`config.mk`:
```
export PLATFORM = sky130hd
export DESIGN_NAME = half_bridge_fault_supervisor
export DESIGN_NICKNAME = d
export VERILOG_FILES = /design/src/hb_fault_pkg.sv /design/src/half_bridge_fault_supervisor.sv
export VERILOG_INCLUDE_DIRS = /design/src
export SDC_FILE = /design/constraint.sdc
export NUM_CORES = 1
export LEC_CHECK = 0
export BUFFER_PORTS_ARGS = -buffer_cell sky130_fd_sc_hd__buf_2
export CORE_MARGIN = 2
export CORE_UTILIZATION = 42
export DETAILED_ROUTE_END_ITERATION = 16
export GPL_TIMING_DRIVEN = 0
export PLACE_DENSITY_LB_ADDON = 0.3
export SYNTH_ARGS = -nofsm -noshare
export SYNTH_HDL_FRONTEND = slang
export SYNTH_SLANG_ARGS = --single-unit
export TNS_END_PERCENT = 20
```
`constraint.sdc`:
```
create_clock -name clock -period 11.68 [get_ports clock]
set_input_delay 1.168 -clock clock [delete_from_list [all_inputs] [get_ports clock]]
set_output_delay 1.168 -clock clock [all_outputs]
set_load 0.005 [all_outputs]
```
`src/hb_fault_regs.svh`:
```
`ifndef HB_FAULT_REGS_SVH
`define HB_FAULT_REGS_SVH

// ----------------------------------------
// timing
// ----------------------------------------
`define CLK_PERIOD_NS 100
`define OC_DELAY_NS 10000
`define OC_DELAY_CYC ((`OC_DELAY_NS + `CLK_PERIOD_NS - 1) / `CLK_PERIOD_NS)
`define ULD_DELAY_NS 200000
`define ULD_DELAY_CYC ((`ULD_DELAY_NS + `CLK_PERIOD_NS - 1) / `CLK_PERIOD_NS)
`define OC_CNT_W 7
`define ULD_CNT_W 12

// ----------------------------------------
// register map
// ----------------------------------------
`define CMD_OFFSET 4'h0
`define STATUS_OFFSET 4'h4
`define SENSE_OFFSET 4'h8

// ----------------------------------------
// reset values
// ----------------------------------------
`define CMD_RESET 16'h0000
`define STATUS_RESET 17'h00000
`define RDATA_RESET 32'h00000000

`endif

```
`src/hb_fault_pkg.sv`:
```
package hb_fault_pkg;

  // command word: srr 15, spare 14, under_load_shutdown_ctrl 13, enables 12..7, configs 6..1, overvoltage_lockout_enable 0
  typedef struct packed {
    logic status_reset_request;
    logic spare;
    logic under_load_shutdown_ctrl;
    logic [5:0] bridge_enable_cmd;
    logic [5:0] bridge_config_cmd;
    logic overvoltage_lockout_enable;
  } command_type;

  // status word: tsd ahead of bit 15, then 15..0 as shifted out
  typedef struct packed {
    logic tsd_flag;
    logic overcurrent_flag;
    logic supply_fail_flag;
    logic under_load_flag;
    logic [5:0] enabled;
    logic [5:0] config_report;
    logic thermal_warning_flag;
  } status_type;

  typedef struct packed {
    logic [5:0] overcurrent;
    logic [5:0] under_load;
    logic [5:0] thermal_warning;
    logic [5:0] thermal_shutdown;
  } sense_type;

  typedef struct packed {
    logic vcc_uv;
    logic vs_uv;
    logic vs_ov;
    logic enable_pin;
    sense_type sense;
  } analog_type;

  typedef struct packed {
    logic [3:0] addr;
    logic [31:0] wdata;
    logic wr;
    logic rd;
  } bus_req_type;

endpackage : hb_fault_pkg

```
`src/half_bridge_fault_supervisor.sv`:
```
// Chosen here: the register offsets and the address-and-strobe port.
`timescale 1ns/100ps
// Notes on behaviour
// - reset clears counters, registers, drivers off
// - logic undervoltage: outputs off, registers cleared
// - drivers stay on until supply, command, fault
// - stage undervoltage: drivers off, supply fail set
// - stage undervoltage keeps port and programmed state
// - stage recovery restores outputs, clears supply fail
// - overvoltage sets supply fail, self clearing
// - lockout enabled: overvoltage forces outputs off
// - lockout disabled: overvoltage leaves outputs unchanged
// - persistent overcurrent latches bridge off, flags
// - overcurrent flag cleared only by reset request, enable toggle or logic undervoltage
// - long under-load while driving sets flag
// - under-load shutdown control latches bridge off
// - one shared under-load timer, remainder only
// - under-load flag and latch held until request
// - thermal warning flag follows temperature, drivers stay
// - thermal shutdown latches its bridge, sets flag
// - shutdown clears on request and cool sensor
// - latched-off fault zeroes enable and config bits
// - enable toggle or reset also clears latches
// - bad-length frame ignored entirely
`include "hb_fault_regs.svh"

module half_bridge_fault_supervisor (
  // clock and reset
  input wire logic clock,
  input wire logic rst,
  // comparator and pin levels, asynchronous
  input wire hb_fault_pkg::analog_type analog_raw,
  // frame from serial shifter, same clock
  input wire logic frame_strobe,
  input wire logic frame_length_ok,
  input wire hb_fault_pkg::command_type frame_cmd,
  // register port
  input wire hb_fault_pkg::bus_req_type bus_req,
  output logic [31:0] rdata,
  // driver stages and status
  output logic [5:0] hs_on,
  output logic [5:0] ls_on,
  output hb_fault_pkg::status_type status
);
  import hb_fault_pkg::*;

  localparam logic [`OC_CNT_W-1:0] OC_LAST = `OC_CNT_W'(`OC_DELAY_CYC - 1);
  localparam logic [`ULD_CNT_W-1:0] ULD_LAST = `ULD_CNT_W'(`ULD_DELAY_CYC - 1);

  // ----------------------------------------
  // synchronisers
  // ----------------------------------------
  analog_type meta;
  analog_type sync;
  logic enable_prev;
  logic enable_toggle;

  always_ff @(posedge clock or posedge rst) begin
    if (rst) begin
      meta <= '0;
      sync <= '0;
      enable_prev <= 1'b0;
    end else begin
      meta <= analog_raw;
      sync <= meta;
      enable_prev <= sync.enable_pin;
    end
  end

  assign enable_toggle = sync.enable_pin ^ enable_prev;

  // ----------------------------------------
  // command intake
  // ----------------------------------------
  logic bus_cmd_write;
  logic cmd_take;
  command_type cmd_in;
  logic clear_req;

  // a valid frame wins if both arrive together; a bad one must not mask the bus write
  assign bus_cmd_write = bus_req.wr && (bus_req.addr == `CMD_OFFSET);
  assign cmd_take = (frame_strobe && frame_length_ok) || bus_cmd_write;
  assign cmd_in = (frame_strobe && frame_length_ok) ? frame_cmd
                  : command_type'(bus_req.wdata[15:0]);
  assign clear_req = (cmd_take && cmd_in.status_reset_request) || enable_toggle;

  function automatic logic [5:0] drive_mask(input command_type c, input logic [5:0] latched,
                                            input logic ok, input logic high);
    logic [5:0] sel;
    sel = high ? c.bridge_config_cmd : ~c.bridge_config_cmd;
    drive_mask = ok ? (c.bridge_enable_cmd & ~latched & sel) : 6'h00;
  endfunction : drive_mask

  // ----------------------------------------
  // overcurrent persistence, per bridge
  // ----------------------------------------
  logic [5:0] oc_trip;
  logic [`OC_CNT_W-1:0] oc_cnt [6];

  generate
    for (genvar i = 0; i < 6; i++) begin : g_oc
      logic [`OC_CNT_W-1:0] next_oc_cnt;
      always_comb begin
        if (!sync.sense.overcurrent[i] || sync.vcc_uv) begin
          next_oc_cnt = '0;
        end else if (oc_cnt[i] == OC_LAST) begin
          next_oc_cnt = oc_cnt[i];
        end else begin
          next_oc_cnt = oc_cnt[i] + `OC_CNT_W'(1);
        end
      end
      always_ff @(posedge clock or posedge rst) begin
        if (rst) begin
          oc_cnt[i] <= '0;
        end else begin
          oc_cnt[i] <= next_oc_cnt;
        end
      end
      assign oc_trip[i] = sync.sense.overcurrent[i] && (oc_cnt[i] == OC_LAST);
    end
  endgenerate

  // ----------------------------------------
  // shared under-load timer
  // ----------------------------------------
  logic [`ULD_CNT_W-1:0] uld_timer;
  logic [`ULD_CNT_W-1:0] next_uld_timer;
  logic [5:0] uld_active;
  logic uld_any;
  logic uld_trip;

  // only bridges actually driven can be judged for load current
  assign uld_active = sync.sense.under_load & (hs_on | ls_on);
  assign uld_any = |uld_active;
  assign uld_trip = uld_any && (uld_timer == ULD_LAST);

  // a late bridge joins the running count, so it waits the remainder only
  always_comb begin
    if (!uld_any || sync.vcc_uv) begin
      next_uld_timer = '0;
    end else if (uld_timer == ULD_LAST) begin
      next_uld_timer = uld_timer;
    end else begin
      next_uld_timer = uld_timer + `ULD_CNT_W'(1);
    end
  end

  always_ff @(posedge clock or posedge rst) begin
    if (rst) begin
      uld_timer <= '0;
    end else begin
      uld_timer <= next_uld_timer;
    end
  end

  // ----------------------------------------
  // command, latches, flags, drivers
  // ----------------------------------------
  command_type cmd;
  command_type next_cmd;
  logic [5:0] fault_latch;
  logic [5:0] next_fault_latch;
  logic [5:0] tsd_latch;
  logic [5:0] next_tsd_latch;
  logic [5:0] kill;
  logic drive_ok;
  status_type next_status;
  logic [5:0] next_hs;
  logic [5:0] next_ls;

  always_comb begin
    next_cmd = cmd;
    next_fault_latch = fault_latch;
    next_tsd_latch = tsd_latch;
    next_status = status;
    kill = 6'h00;
    // clear first so that a fault in the same cycle still sets
    if (clear_req) begin
      next_status.overcurrent_flag = 1'b0;
      next_status.under_load_flag = 1'b0;
      next_fault_latch = 6'h00;
      next_tsd_latch = tsd_latch & sync.sense.thermal_shutdown;
      if (sync.sense.thermal_shutdown == 6'h00) begin
        next_status.tsd_flag = 1'b0;
      end
    end
    // still latched bridges refuse new enables until cleared
    if (cmd_take) begin
      next_cmd = cmd_in;
      next_cmd.spare = 1'b0;
      next_cmd.bridge_enable_cmd = cmd_in.bridge_enable_cmd & ~(fault_latch | tsd_latch);
      next_cmd.bridge_config_cmd = cmd_in.bridge_config_cmd & ~(fault_latch | tsd_latch);
    end
    if (|oc_trip) begin
      next_status.overcurrent_flag = 1'b1;
      kill = kill | oc_trip;
    end
    if (uld_trip) begin
      next_status.under_load_flag = 1'b1;
      if (cmd.under_load_shutdown_ctrl) begin
        kill = kill | uld_active;
      end
    end
    if (|sync.sense.thermal_shutdown) begin
      next_status.tsd_flag = 1'b1;
      next_tsd_latch = next_tsd_latch | sync.sense.thermal_shutdown;
    end
    next_fault_latch = next_fault_latch | kill;
    kill = kill | sync.sense.thermal_shutdown;
    next_cmd.bridge_enable_cmd = next_cmd.bridge_enable_cmd & ~kill;
    next_cmd.bridge_config_cmd = next_cmd.bridge_config_cmd & ~kill;
    next_status.supply_fail_flag = sync.vs_uv || sync.vs_ov;
    next_status.thermal_warning_flag = |sync.sense.thermal_warning;
    if (sync.vcc_uv) begin
      next_cmd = command_type'(`CMD_RESET);
      next_fault_latch = 6'h00;
      next_tsd_latch = 6'h00;
      next_status = status_type'(`STATUS_RESET);
    end
    next_status.enabled = next_cmd.bridge_enable_cmd;
    next_status.config_report = next_cmd.bridge_config_cmd;
    // stage supply faults gate the drivers only; the command stays put (logic undervoltage resets it)
    drive_ok = !sync.vcc_uv && !sync.vs_uv
               && !(sync.vs_ov && next_cmd.overvoltage_lockout_enable);
    next_hs = drive_mask(next_cmd, next_fault_latch | next_tsd_latch, drive_ok, 1'b1);
    next_ls = drive_mask(next_cmd, next_fault_latch | next_tsd_latch, drive_ok, 1'b0);
  end

  always_ff @(posedge clock or posedge rst) begin
    if (rst) begin
      cmd <= command_type'(`CMD_RESET);
      fault_latch <= 6'h00;
      tsd_latch <= 6'h00;
      status <= status_type'(`STATUS_RESET);
      hs_on <= 6'h00;
      ls_on <= 6'h00;
    end else begin
      cmd <= next_cmd;
      fault_latch <= next_fault_latch;
      tsd_latch <= next_tsd_latch;
      status <= next_status;
      hs_on <= next_hs;
      ls_on <= next_ls;
    end
  end

  // ----------------------------------------
  // register read port
  // ----------------------------------------
  logic [31:0] next_rdata;

  always_comb begin
    next_rdata = `RDATA_RESET;
    if (bus_req.rd) begin
      case (bus_req.addr)
        `CMD_OFFSET: begin
          next_rdata = {16'h0000, cmd};
        end
        `STATUS_OFFSET: begin
          next_rdata = {15'h0000, status};
        end
        `SENSE_OFFSET: begin
          next_rdata = {4'h0, sync};
        end
        default: begin
          next_rdata = `RDATA_RESET;
        end
      endcase
    end
  end

  always_ff @(posedge clock or posedge rst) begin
    if (rst) begin
      rdata <= `RDATA_RESET;
    end else begin
      rdata <= next_rdata;
    end
  end

  // ----------------------------------------
  // assertions
  // ----------------------------------------
  // run length of bridge 0 overcurrent kept apart from the design's counter
  localparam logic [7:0] OC_RUN_MIN = 8'(`OC_DELAY_CYC - 1);

  logic [7:0] oc_run;
  logic [7:0] next_oc_run;

  always_comb begin
    if (!sync.sense.overcurrent[0]) begin
      next_oc_run = 8'h00;
    end else if (oc_run == 8'hFF) begin
      next_oc_run = oc_run;
    end else begin
      next_oc_run = oc_run + 8'h01;
    end
  end

  always_ff @(posedge clock or posedge rst) begin
    if (rst) begin
      oc_run <= 8'h00;
    end else begin
      oc_run <= next_oc_run;
    end
  end
endmodule : half_bridge_fault_supervisor

```
---- Word-level counts from Yosys, hierarchy flattened ----
Cells that the tools add are included.
operators by class
  add/subtract/negate cells ............... 7
  eq/ne operators ......................... 16
  multiplexer cells ....................... 36
  bitwise operators ....................... 21
  reduce and logical (&&, ||, !) cells .... 45
operators with widths
  kind                                              count
  2-to-1 mux 7 bit                                  12
  case mux 28 bit (3 select lines)                  1
  2-to-1 mux 6 bit                                  10
  AND 6 bit                                         9
  2-to-1 mux 16 bit                                 3
  adder 7 x 1 -> 7 bit (second input constant)      6
  == test 7 bit (second input constant)             6
  bitwise OR 6 bit                                  7
  2-to-1 mux 28 bit                                 1
  2-to-1 mux 12 bit                                 2
  inverter 6 bit                                    4
  OR reduction 6 bit                                4
  2-to-1 mux 17 bit                                 1
  logical AND 1 bit                                 13
  adder 12 x 1 -> 12 bit (second input constant)    1
  == test 12 x 11 -> 1 bit (second input constant)  1
  inequality test 2 bit (second input constant)     6
  nonzero test 3 bit                                4
  logical NOT 1 bit                                 10
  logical OR 1 bit                                  10
  logical NOT 6 bit                                 1
  2-to-1 mux 1 bit                                  5
  == test 4 x 3 -> 1 bit (second input constant)    1
  == test 4 bit (second input constant)             1
  other kinds (6)                                   6
word-level totals
  flip-flop bits (word level) ............. 188
  bits of input ports ..................... 86
  output and inout bits ................... 61
  word-level logic and storage cells ...... 165

---- Logic depth before layout (Yosys ltp) ----
Gate-level depths: netlist of the first run.
  depth after elaboration ................. 15
  depth in mapped cells ................... 7
  depth with buffers taken out ............ 6

---- Least setup slack after synthesis of the first run ----
Ideal clock, no wire load.
  path kind ............................... input -> register
  start point ............................. input port bus_req[35] (netlist bit)
  end point ............................... register ls_on[5]
  arrival ................................. 2573 ps
  path slack .............................. 9011 ps
  stages on the path ...................... 6
  path buffers ............................ 1
  cells stage by stage .................... or3_4 > o311a_4 > buf_6 > a211oi_1 > nand4_1 > a311oi_2
between the ends
  cells in the longest elaborated chain, start to end .. 14
  elaborated cells on any way between the ends .. 25
  those cells by class .................... mux (8); bitwise (9); reduce/logical (8)
ends and longest elaborated chain
  element                  RTL line                             source
  from (decl)              half_bridge_fault_supervisor.sv:38   input wire hb_fault_pkg::bus_req_type bus_req,
  logical NOT 4 bit *      --
  logical AND 1 bit *      half_bridge_fault_supervisor.sv:81   assign bus_cmd_write = bus_req.wr && (bus_req.addr == `CMD_OFFSET);
  logical OR 1 bit *       half_bridge_fault_supervisor.sv:82   assign cmd_take = (frame_strobe && frame_length_ok) || bus_cmd_write;
  logical AND 1 bit        half_bridge_fault_supervisor.sv:85   assign clear_req = (cmd_take && cmd_in.status_reset_request) || enable_toggle;
  logical OR 1 bit         half_bridge_fault_supervisor.sv:85
  2-to-1 mux 6 bit         half_bridge_fault_supervisor.sv:178  if (clear_req) begin
  bitwise OR 6 bit         half_bridge_fault_supervisor.sv:206  next_tsd_latch = next_tsd_latch | sync.sense.thermal_shutdown;
  2-to-1 mux 6 bit         half_bridge_fault_supervisor.sv:204  if (|sync.sense.thermal_shutdown) begin
  2-to-1 mux 6 bit         half_bridge_fault_supervisor.sv:214  if (sync.vcc_uv) begin
  bitwise OR 6 bit         half_bridge_fault_supervisor.sv:226  next_ls = drive_mask(next_cmd, next_fault_latch | next_tsd_latch, drive_ok, 1'b0);
  inverter 6 bit           half_bridge_fault_supervisor.sv:91   drive_mask = ok ? (c.bridge_enable_cmd & ~latched & sel) : 6'h00;
  AND 6 bit (2 in series)  half_bridge_fault_supervisor.sv:91
  2-to-1 mux 6 bit *       half_bridge_fault_supervisor.sv:91
  named net next_ls[5]     half_bridge_fault_supervisor.sv:169  logic [5:0] next_ls;
  to (signal assigned)     half_bridge_fault_supervisor.sv:243  ls_on <= next_ls;
  to (decl)                half_bridge_fault_supervisor.sv:42   output logic [5:0] ls_on,
The timed path passes the listed nets; every way through them passes the cells marked *. The select of a mux whose other input is x is not followed.
A chain may end at the register's enable or synchronous reset.

---- Final worst setup path of the first run ----
Ends and elaborated chain as after synthesis.

==> results of run 1 <==
## where the power goes
part	internal (mW)	total [mW]	switching, mW
logic	0.0285	0.0791	0.0506
clock network	0.315	0.567	0.251
registers	0.650	0.664	0.0135
## path summary, 6_finish.rpt
kind                                  start            to  slack (ns)  depth (start not counted)
max in group asynchronous               rst       meta[7]       10.00                          3
worst max-delay path            bus_req[35]      ls_on[5]        8.94                          7
min in group asynchronous               rst     rdata[23]        0.78                          2
worst min-delay path               meta[22]      sync[22]        0.35                          0
worst max register to register     sync[27]  uld_timer[6]        9.27                          6
worst min register to register     meta[22]      sync[22]        0.35                          0
## layout make-up
class                      count  area [um^2]
clock inverter                11          114
fill                        1541         8330
tap                          225          282
clock buffer                  21          470
buffer                        35          203
sequential                   183         4580
inverter                       5         26.3
timing repair buffer         124          643
antenna                        1         2.50
multi-input combinational    449         2710
## cells by family after synthesis
logic type | Yosys count | share of synthesized area (%)
compound gates | 114 | 9.90
xor+xnor | 37 | 4.32
fa+ha+maj | 7 | 1.17
buf+inv | 40 | 2.95
flops | 183 | 61.1
mux | 12 | 1.62
other cells | 1 | 0.0500
simple gates | 275 | 18.9
## layer usage
layer / up-vias / GRT usage (%) / part of all wire (%)
li1: 2617 / - / -
met1: 2773 / 30.4 / 45
met2: 213 / 31.5 / 46
met3: 33 / 4.56 / 6.8
met4: 0 / 8.08 / 2.4
met5: - / 0 / 0
## cells in the mapped netlist (2+ instances only)
master     number  area [um^2]
xor2_1         19          166
or4b_2          2         20.0
o211ai_1        7         52.6
o22ai_1         2         12.5
nor2b_1        21          131
nand2_1        50          188
a32oi_1         4         35.0
and2_1          7         43.8
a22oi_1        14          105
buf_4          16          120
a31oi_1         7         43.8
inv_1           5         18.8
mux2i_1        11          110
nand2b_1        3         18.8
dfrtp_1       183         4580
nand3b_1        3         22.5
ha_1            7         87.6
a21oi_1        32          160
or3_1           5         31.3
a311oi_1        3         26.3
nor4_1          6         37.5
clkbuf_1       14         52.6
and4b_1         3         30.0
a21boi_0        2         15.0
and3_1         23          144
a21o_1          5         37.5
nand4_1        13         81.3
a211oi_1        3         22.5
nand3_1        23          115
xnor2_1        18          158
nor3_1          9         45.0
nand4b_1        2         17.5
a2bb2oi_1       2         17.5
or2_2           2         12.5
buf_2           3         15.0
nor2_1         89          334
nor3b_1         3         22.5
o21ai_0        25          125
## state kept, by name, summed over array words and instances (netlist names)
register	flops
oc_cnt	42
meta	28
rdata	28
sync	28
cmd	15
uld_timer	12
fault_latch	6
hs_on	6
ls_on	6
tsd_latch	6
status	5
enable_prev	1
==> metrics.md, run 1 <==
| Metric | Value |
|---|---|
| Post-synth top flop | dfrtp_1 |
| Clock Pin Slew Worst Setup and Hold Paths | 0.07 ns |
| Worst setup margin | between 8 and 9 ns |
| Hold WC Path Type | register to register |
| Max FO, Critical Path | 10 |
| Post-CTS Setup Inserts | 0 |
| Crit-path leading delay family | compound AO/OA/AOI/OAI gates |
| Worst path most repeated cell | buf_2 |
| H-tree Lvls | 4 |
| Maxcap violations | 0 |
| Final Hold Fails | 0 |
| Row count | between 40 and 50 |
| Die H | roughly 140 um |
| Clk buf depth | 2 |
| Skew final | 0.00806 ns |
| Routed Antenna Nets | 0 |
| Final instance area | about 0.009 mm^2 |
| Synth Instances | roughly 670 |
| Hold_buf cts | 0 |
| Register area share after synthesis | roughly three fifths |
| Via-per-instance ratio | roughly 5.3 |
| Peak Freq | 0.365 GHz |
| Clock Tree Root | clkbuf_16 |
| Startpoint Class | input port |
| DP HPWL | ~14000 um |
| GRT Util Overall | roughly a fifth |
| Pre-CTS WS | roughly 8.5 ns |
| Worst EP required | 12.00 ns |
| Initial Utilization | around 43% |
| Final worst-path cycle share | a little under a quarter |
| Non-Filler Instances | about 1100 |
| Mean Syn Cell Area | ~11 um^2 |
| 1st-pass router iterations | 6 |
| CP peak stage delay | roughly 0.42 ns |
| I/O pin total | roughly 150 |
| CTS buffer count | 17 |
| Avg WL per Cell | between 15 and 20 um |
| Clock Sinks | approximately 180 |
| Post-synthesis register bit count | between 150 and 200 |
| WL final | between 15000 and 20000 um |
| Slew @ Worst Pin | 1.14 ns |
| Synth warnings | 0 |
| Layout Area Growth over Synthesis | 20.4% |
| Netlist cell types | 61 |
| Total core area | approximately 0.017 mm^2 |
| Leakage | 4.28 nW |
| Die width | roughly 140 um |
| Initial DRC count | 464 |
| I/O Buffers | between 100 and 150 |
| Total congestion overflow | 0 |
| Fin Setup TNS | 0 ns |
| Commonest non-fill, non-tap cell in the layout | dfrtp_1 |
| Hold WS | 0.348 ns |
| Relative slew slack | 23.7% |
| Post-cts resize count | 0 |
| Peak supply drop | about 100 uV |
| Post-Syn Area | 0.00749 mm^2 |
| Cell at the slowest stage of the critical path | a22o_1 |
| Gp weighted congestion | between 0.9 and 1 |
| Total Nets Final | 908 |
| Placed standard-cell area | about 0.0084 mm^2 |
| Vias in the first global route | 5423 |
| Most frequent cells in the layout | dfrtp_1 (183), buf_2 (126), nor2_1 (89), nand2_1 (50), a21oi_1 (32) |
| Setup-failing EPs final | 0 |
| PwrDens | 145 mW/mm^2 |
| Share of layout cells above drive strength 1 | between 20% and 30% |
| Setup CP Type | input port to register |
| Initial antenna violation count | 1 |
| Minimum clock period | 2.74 ns |
| Largest net degree at the start of global routing | 112 |
| Buffers & Inverters on Critical Path | 2 |
| Die area | 0.0189 mm^2 |
| RSZ-0062 raised after global routing | false |
| Global-route wire length before repair | 29600 um |
| Max Slew Vio Count | 0 |
| Power, Total | 1.31 mW |
| Clk_lat worst skew | 0.43 ns |
| Post-synth EDFFs | 0 |
| CTS tree | yes |
| Ys async rst share | between 90% and 100% |
| Vias | between 5000 and 6000 |
| Critical path arrival | a little over 3 ns |
| Status | complete, no violations |
| Final Core Density | roughly half |
| DRC viols | 0 |
| Worst path cell trace | buf_2, or3_4, buf_2, o21ai_0, a22o_1, nand4_1, a311oi_2 |
| Crit. End Element | register |
| Dpl cells | 1021 |
Power figures use the tool's default switching activity.
==> run 2: changes to the inputs <==
==> constraint.sdc (replaced) <==
create_clock -name clock -period 2.45 [get_ports clock]
set_input_delay 0.245 -clock clock [delete_from_list [all_inputs] [get_ports clock]]
set_output_delay 0.245 -clock clock [all_outputs]
set_load 0.005 [all_outputs]
==> run 2 against run 1 <==
Worst hold slack worse by 0.24 ns; critical path depth shrank 2; sequential share of layout area decreased by 1.7 points; flip-flop and latch count did not move; die area stayed put; sequential power grew to 4.8 times the previous value; clock power grew to 4.6 times the previous value; final cell count is 2.8% higher; setup slack lost 8.8 ns; first-iteration DRC count rose by 8.0%; highest routed layer unchanged; count of clock-buffer cells in the layout is 3 lower; routed wire length rose by 0.31%.
==> metrics.md, run 2 (synthesis results as in run 1) <==
| Metric | Value |
|---|---|
| Die area | around 0.019 mm^2 |
| Net switching power | approximately 1.5 mW |
| Row count | between 40 and 50 |
| Largest register FFs | 42 |
| Crit. End Element | register |
| Leakage | around 4.4 nW |
| Initial antenna violation count | 0 |
| Die width | about 140 um |
| Seq pwr share | 51.2% |
| Vias in the first global route | 5450 |
| Die H | ~140 um |
| Footprint of the multi-input gates | 0.00271 mm^2 |
| Layout Area Growth over Synthesis | 24.5% |
| Global-route wire length before repair | 30100 um |
| Max FO, Critical Path | 5 |
| Initial Utilization | a little over two fifths |
| Max Slew Vio Count | 0 |
| Minimum clock period | 2.29 ns |
| Vias | between 5000 and 6000 |
| Via-per-instance ratio | between 5 and 6 |
| Clock power share | about two fifths |
| Skew final | approximately 0.0094 ns |
| Routed length on met3 | 1280 um |
| Most frequent cells in the layout | dfrtp_1 (183), buf_2 (126), nor2_1 (89), nand2_1 (50), a21oi_1 (32) |
| Total congestion overflow | 0 |
| Relative slew slack | between 20% and 30% |
| Fill count | ~1500 |
| Status | complete, no violations |
| Comb power frac | under 10% |
| Final worst-path cycle share | between 90% and 100% |
| DP HPWL | between 10000 and 15000 um |
| Total area of sequential cells | about 0.0046 mm^2 |
| H-tree Lvls | 4 |
| Setup-failing EPs final | 0 |
| Peak supply drop | a little under 500 uV |
| Initial DRC count | 501 |
| Clock Sinks | around 180 |
| Pre-CTS WS | 0.121 ns |
| Cell at the slowest stage of the critical path | or4b_2 |
| Peak Freq | ~0.44 GHz |
| Worst path cell trace | or4b_2, nor4_1, a211oi_1, nand4_1, a311oi_2 |
| Net switching fraction of the power | 24.2% |
| Fin Setup TNS | 0 ns |
| Startpoint Class | register |
| Total Nets Final | 939 |
| P_int | about 4.7 mW |
| CTS tree | yes |
| Final Hold Fails | 0 |
| Met2 wire len | between 8000 and 9000 um |
| Clock Pin Slew Worst Setup and Hold Paths | ~0.060 ns |
| Top sig layer | met4 |
| Worst setup margin | between 0.15 and 0.2 ns |
| Total core area | about 0.017 mm^2 |
| Maxcap violations | 0 |
| WL final | between 15000 and 20000 um |
| Power, Total | about 6.2 mW |
| Post-CTS Setup Inserts | 0 |
| PwrDens | around 660 mW/mm^2 |
| Largest Register | oc_cnt |
| Setup CP Type | register to register |
| 1st-pass router iterations | 5 |
| CP peak stage delay | 0.76 ns |
| I/O pin total | between 100 and 150 |
| Clk buf depth | 2 |
| Hold WC Path Type | input port to register |
| Hold WS | about 0.10 ns |
| Clock Tree Root | clkbuf_16 |
| GRT Util Overall | 21.4% |
| Critical path arrival | ~2.6 ns |
| Gp weighted congestion | 0.927 |
| Share of layout cells above drive strength 1 | between 20% and 30% |
| M1 wire length | 8760 um |
| Slew @ Worst Pin | roughly 1.2 ns |
| I/O Buffers | ~120 |
| Commonest non-fill, non-tap cell in the layout | dfrtp_1 |
| DRC viols | 0 |
| Clk_lat worst skew | around 0.43 ns |
| Dpl cells | roughly 1000 |
| Avg WL per Cell | between 15 and 20 um |
| RSZ-0062 raised after global routing | false |
| CTS buffer count | 17 |
| Worst EP required | ~2.7 ns |
| Routed Antenna Nets | 0 |
| Diode count | 0 |
| Largest net degree at the start of global routing | 44 |
| Non-Filler Instances | about 1100 |
[run 2: per-stage QoR]
step / util (%) / area, um^2
2_1_floorplan: - / 7510
3_3_place_gp: 48.4 / 8410
3_5_place_dp: 48.9 / 8490
4_1_cts: 53.7 / 9330
5_1_grt: 53.8 / 9330
6_report: 53.8 / 9330
[run 2: power by group through the flow]
stage | combinational, mW | sequential [mW] | clock, mW
final | 0.420 | 3.16 | 2.59
after global routing | 0.468 | 3.17 | 2.80
after CTS | 0.423 | 3.16 | 2.64
after detailed placement | 0.387 | 3.22 | 0
after global placement | 0.365 | 3.22 | 0
after floorplan | 0.215 | 3.20 | 0
[run 2: timing repair]
item	in CTS	in global routing
endpoints found under the hold margin	58	0
setup endpoints to repair	0	11
hold buffers	29	0
gates resized for setup	0	1
[run 2: final cells by class]
class                           instances  share of cell area (%)
Inverter                                5                   0.241
Buffer                                 34                    2.13
Clock buffer                           18                    4.60
Timing Repair Buffer                  156                    10.6
Tap cell                              225                    3.02
Sequential cell                       183                    49.1
Clock inverter                         14                    1.31
Multi-Input combinational cell        449                    29.1
[run 2: layer usage]
layer / global-route usage (%) / vias up
met5: 0 / -
met4: 6.30 / 0
met3: 4.97 / 21
met2: 32.0 / 204
met1: 31.2 / 2811
li1: - / 2689
[run 2: critical path, delay by kind of cell (launching register included)]
kind / cells / cell delay [ns]
AND/OR/NAND/NOR: 3 / 1.50
flip-flops: 1 / 0.43
AO/OA/AOI/OAI: 2 / 0.20
[run 2: path summary, 6_finish.rpt]
path                       slack (ns)    startpoint    endpoint  cells after the start
max                              0.16  uld_timer[5]    ls_on[5]                      5
min in group asynchronous        0.51           rst  oc_cnt[32]                      3
max in group asynchronous        1.01           rst    meta[25]                      5
min reg2reg                      0.35      meta[16]    sync[16]                      0
min                              0.10  frame_cmd[6]    ls_on[5]                      2
max reg2reg                      0.16  uld_timer[5]    ls_on[5]                      5
==> run 3: changes to the inputs <==
--- a/config.mk
+++ b/config.mk
@@ -8,7 +8,7 @@
 export LEC_CHECK = 0
 export BUFFER_PORTS_ARGS = -buffer_cell sky130_fd_sc_hd__buf_2
 export CORE_MARGIN = 2
-export CORE_UTILIZATION = 42
+export CORE_UTILIZATION = 35
 export DETAILED_ROUTE_END_ITERATION = 16
 export GPL_TIMING_DRIVEN = 0
 export PLACE_DENSITY_LB_ADDON = 0.3
==> run 3 against run 2 <==
Routed wire length rose by 5.7%; via count is 0.79% higher; global-route usage shrank 2.6 points; sequential share of layout area is 0.62 points lower; final cell count grew 4.7%; critical path depth unchanged; register-to-register slack improved by 0.04 ns; power is 1.8% higher; sequential power barely moved; worst hold slack got worse by 0.052 ns; largest power group unchanged.
==> metrics.md, run 3 (synthesis results as in run 1) <==
| Metric | Value |
|---|---|
| Vias in the first global route | roughly 5700 |
| Clk_lat worst skew | about 0.44 ns |
| Status | complete, no violations |
| Die width | between 150 and 200 um |
| Clk buf depth | 2 |
| Leakage | 4.44 nW |
| I/O pin total | 147 |
| Row count | 53 |
| PwrDens | between 600 and 700 mW/mm^2 |
| Power, Total | between 6 and 7 mW |
| Reg2Reg Setup Slack | roughly 0.20 ns |
| Initial DRC count | 468 |
| Hold_sp | frame_cmd[6] |
| Minimum clock period | ~2.3 ns |
| Die area | 0.0226 mm^2 |
| Initial Utilization | a little over a third |
| Gp weighted congestion | 0.891 |
| Routed Antenna Nets | 0 |
| Startpoint Class | register |
| Crit. End Element | register |
| Share of layout cells above drive strength 1 | approximately 23% |
| Largest net degree at the start of global routing | between 40 and 50 |
| Vias | just under 6000 |
| Hold depth | 2 |
| Avg WL per Cell | ~18 um |
| Hold WC Path Type | input port to register |
| Setup-failing EPs final | 0 |
| Max FO, Critical Path | 5 |
| WL final | between 20000 and 25000 um |
| Total congestion overflow | 0 |
| Most frequent cells in the layout | dfrtp_1 (183), buf_2 (126), nor2_1 (89), nand2_1 (50), a21oi_1 (32) |
| WHS Endpoint | ls_on[5] |
| Reg2Reg Depth | 5 |
| RSZ-0062 raised after global routing | false |
| Skew final | 0.0107 ns |
| Largest register FFs | 42 |
| Peak supply drop | about 420 uV |
| Reg-to-Reg Start | uld_timer[5] |
| Global-route wire length before repair | roughly 32000 um |
| Hold WS | about 0.052 ns |
| Critical path arrival | around 2.6 ns |
| Commonest non-fill, non-tap cell in the layout | dfrtp_1 |
| Relative slew slack | 21.4% |
| Worst r2r dst | ls_on[4] |
| Placed standard-cell area | between 0.008 and 0.009 mm^2 |
| DRC viols | 0 |
| Via-per-instance ratio | 5.08 |
| Slew @ Worst Pin | ~1.2 ns |
| Pre-CTS WS | about 0.025 ns |
| Clock Sinks | approximately 180 |
| CTS tree | yes |
| Setup CP Type | register to register |
| Peak Freq | about 0.44 GHz |
| Max Slew Vio Count | 0 |
| Total core area | around 0.021 mm^2 |
| CTS buffer count | 17 |
| Layout Area Growth over Synthesis | 26.1% |
| Final Hold Fails | 0 |
| DP HPWL | ~15000 um |
| Final instance area | 0.00945 mm^2 |
| Worst path cell trace | or4b_2, nor4_1, a211oi_1, nand4_1, nor2b_1 |
| 1st-pass router iterations | 5 |
| Clock Tree Root | clkbuf_16 |
| Total Nets Final | 940 |
| CP peak stage delay | roughly 0.76 ns |
| Largest Register | oc_cnt |
| H-tree Lvls | 4 |
| I/O Buffers | about 120 |
| Initial antenna violation count | 0 |
| GRT Util Overall | about a fifth |
| Cell at the slowest stage of the critical path | or4b_2 |
| Maxcap violations | 0 |
| Diode count | 0 |
| Worst EP required | about 2.8 ns |
| Die H | approximately 150 um |
| Final worst-path cycle share | between 90% and 100% |
| Clock Pin Slew Worst Setup and Hold Paths | around 0.07 ns |
| Worst setup margin | about 0.20 ns |
==> run 3: cell types whose count changed in the layout (fill, tap and decap cells not counted) <==
cell        previous run  this run
clkinv_2               5         1
clkbuf_2               0         1
clkinvlp_4             5         2
inv_6                  3         4
clkbuf_1              14        12
bufinv_16              1         0
inv_8                  1         2
clkinv_4               0         3
buf_12                 4         5
clkinv_8               0         4
==> run 3: repair_timing <==
action,CTS,global route
endpoints found under the setup margin,0,12
endpoints found under the hold margin,53,0
hold buffers,29,0
buffers inserted,0,0
gates resized for setup,0,3
==> run 3: layout make-up <==
type	instances	area, um^2
Fill cell	1959	11600
Sequential cell	183	4580
Multi-Input combinational cell	449	2710
Timing Repair Buffer	157	1010
Clock buffer	17	425
Tap cell	275	344
Buffer	34	200
Clock inverter	15	161
Inverter	5	22.5
==> run 3: stage by stage <==
stage / setup TNS [ns] / std cells / util, %
2_1_floorplan: -26.64 / 672 / -
3_3_place_gp: -241.52 / 1070 / 40.3
3_5_place_dp: 0 / 1075 / 40.8
4_1_cts: 0 / 1136 / 44.9
5_1_grt: 0 / 1135 / 45.0
6_report: 0 / 1135 / 45.0
==> run 3: how the worst max path moves through the flow <==
stage                      start      endpoint  slack (ns)  cells after the start
finish              uld_timer[5]      ls_on[4]        0.20                      5
global route        uld_timer[5]      ls_on[4]        0.04                      5
CTS                     sync[27]  uld_timer[6]        0.02                      6
detailed placement   bus_req[36]     rdata[14]        0.02                      5
global placement             rst       meta[8]       -1.34                      2
floorplan                    rst        cmd[0]       -0.15                      1
==> run 3: worst max-delay path: cells and delay by family (launching register included) <==
kind / cells / cell delay, ns
AOI/OAI and AO/OA: 1 / 0.16
DFF: 1 / 0.43
and+or+nand+nor: 4 / 1.57
==> run 3: layer usage <==
metal	wire length, um	track usage (%)	up-vias
li1	-	-	2692
met1	9170	26.6	2855
met2	9640	29.3	197
met3	1220	3.76	26
met4	360	5.71	0
met5	0	0	-
==> run 3: power by group <==
group	internal, mW	switching (mW)	total [mW]
Clock	1.36	1.33	2.69
Sequential	3.10	0.0661	3.16
Combinational	0.177	0.256	0.432
Total	4.64	1.65	6.29
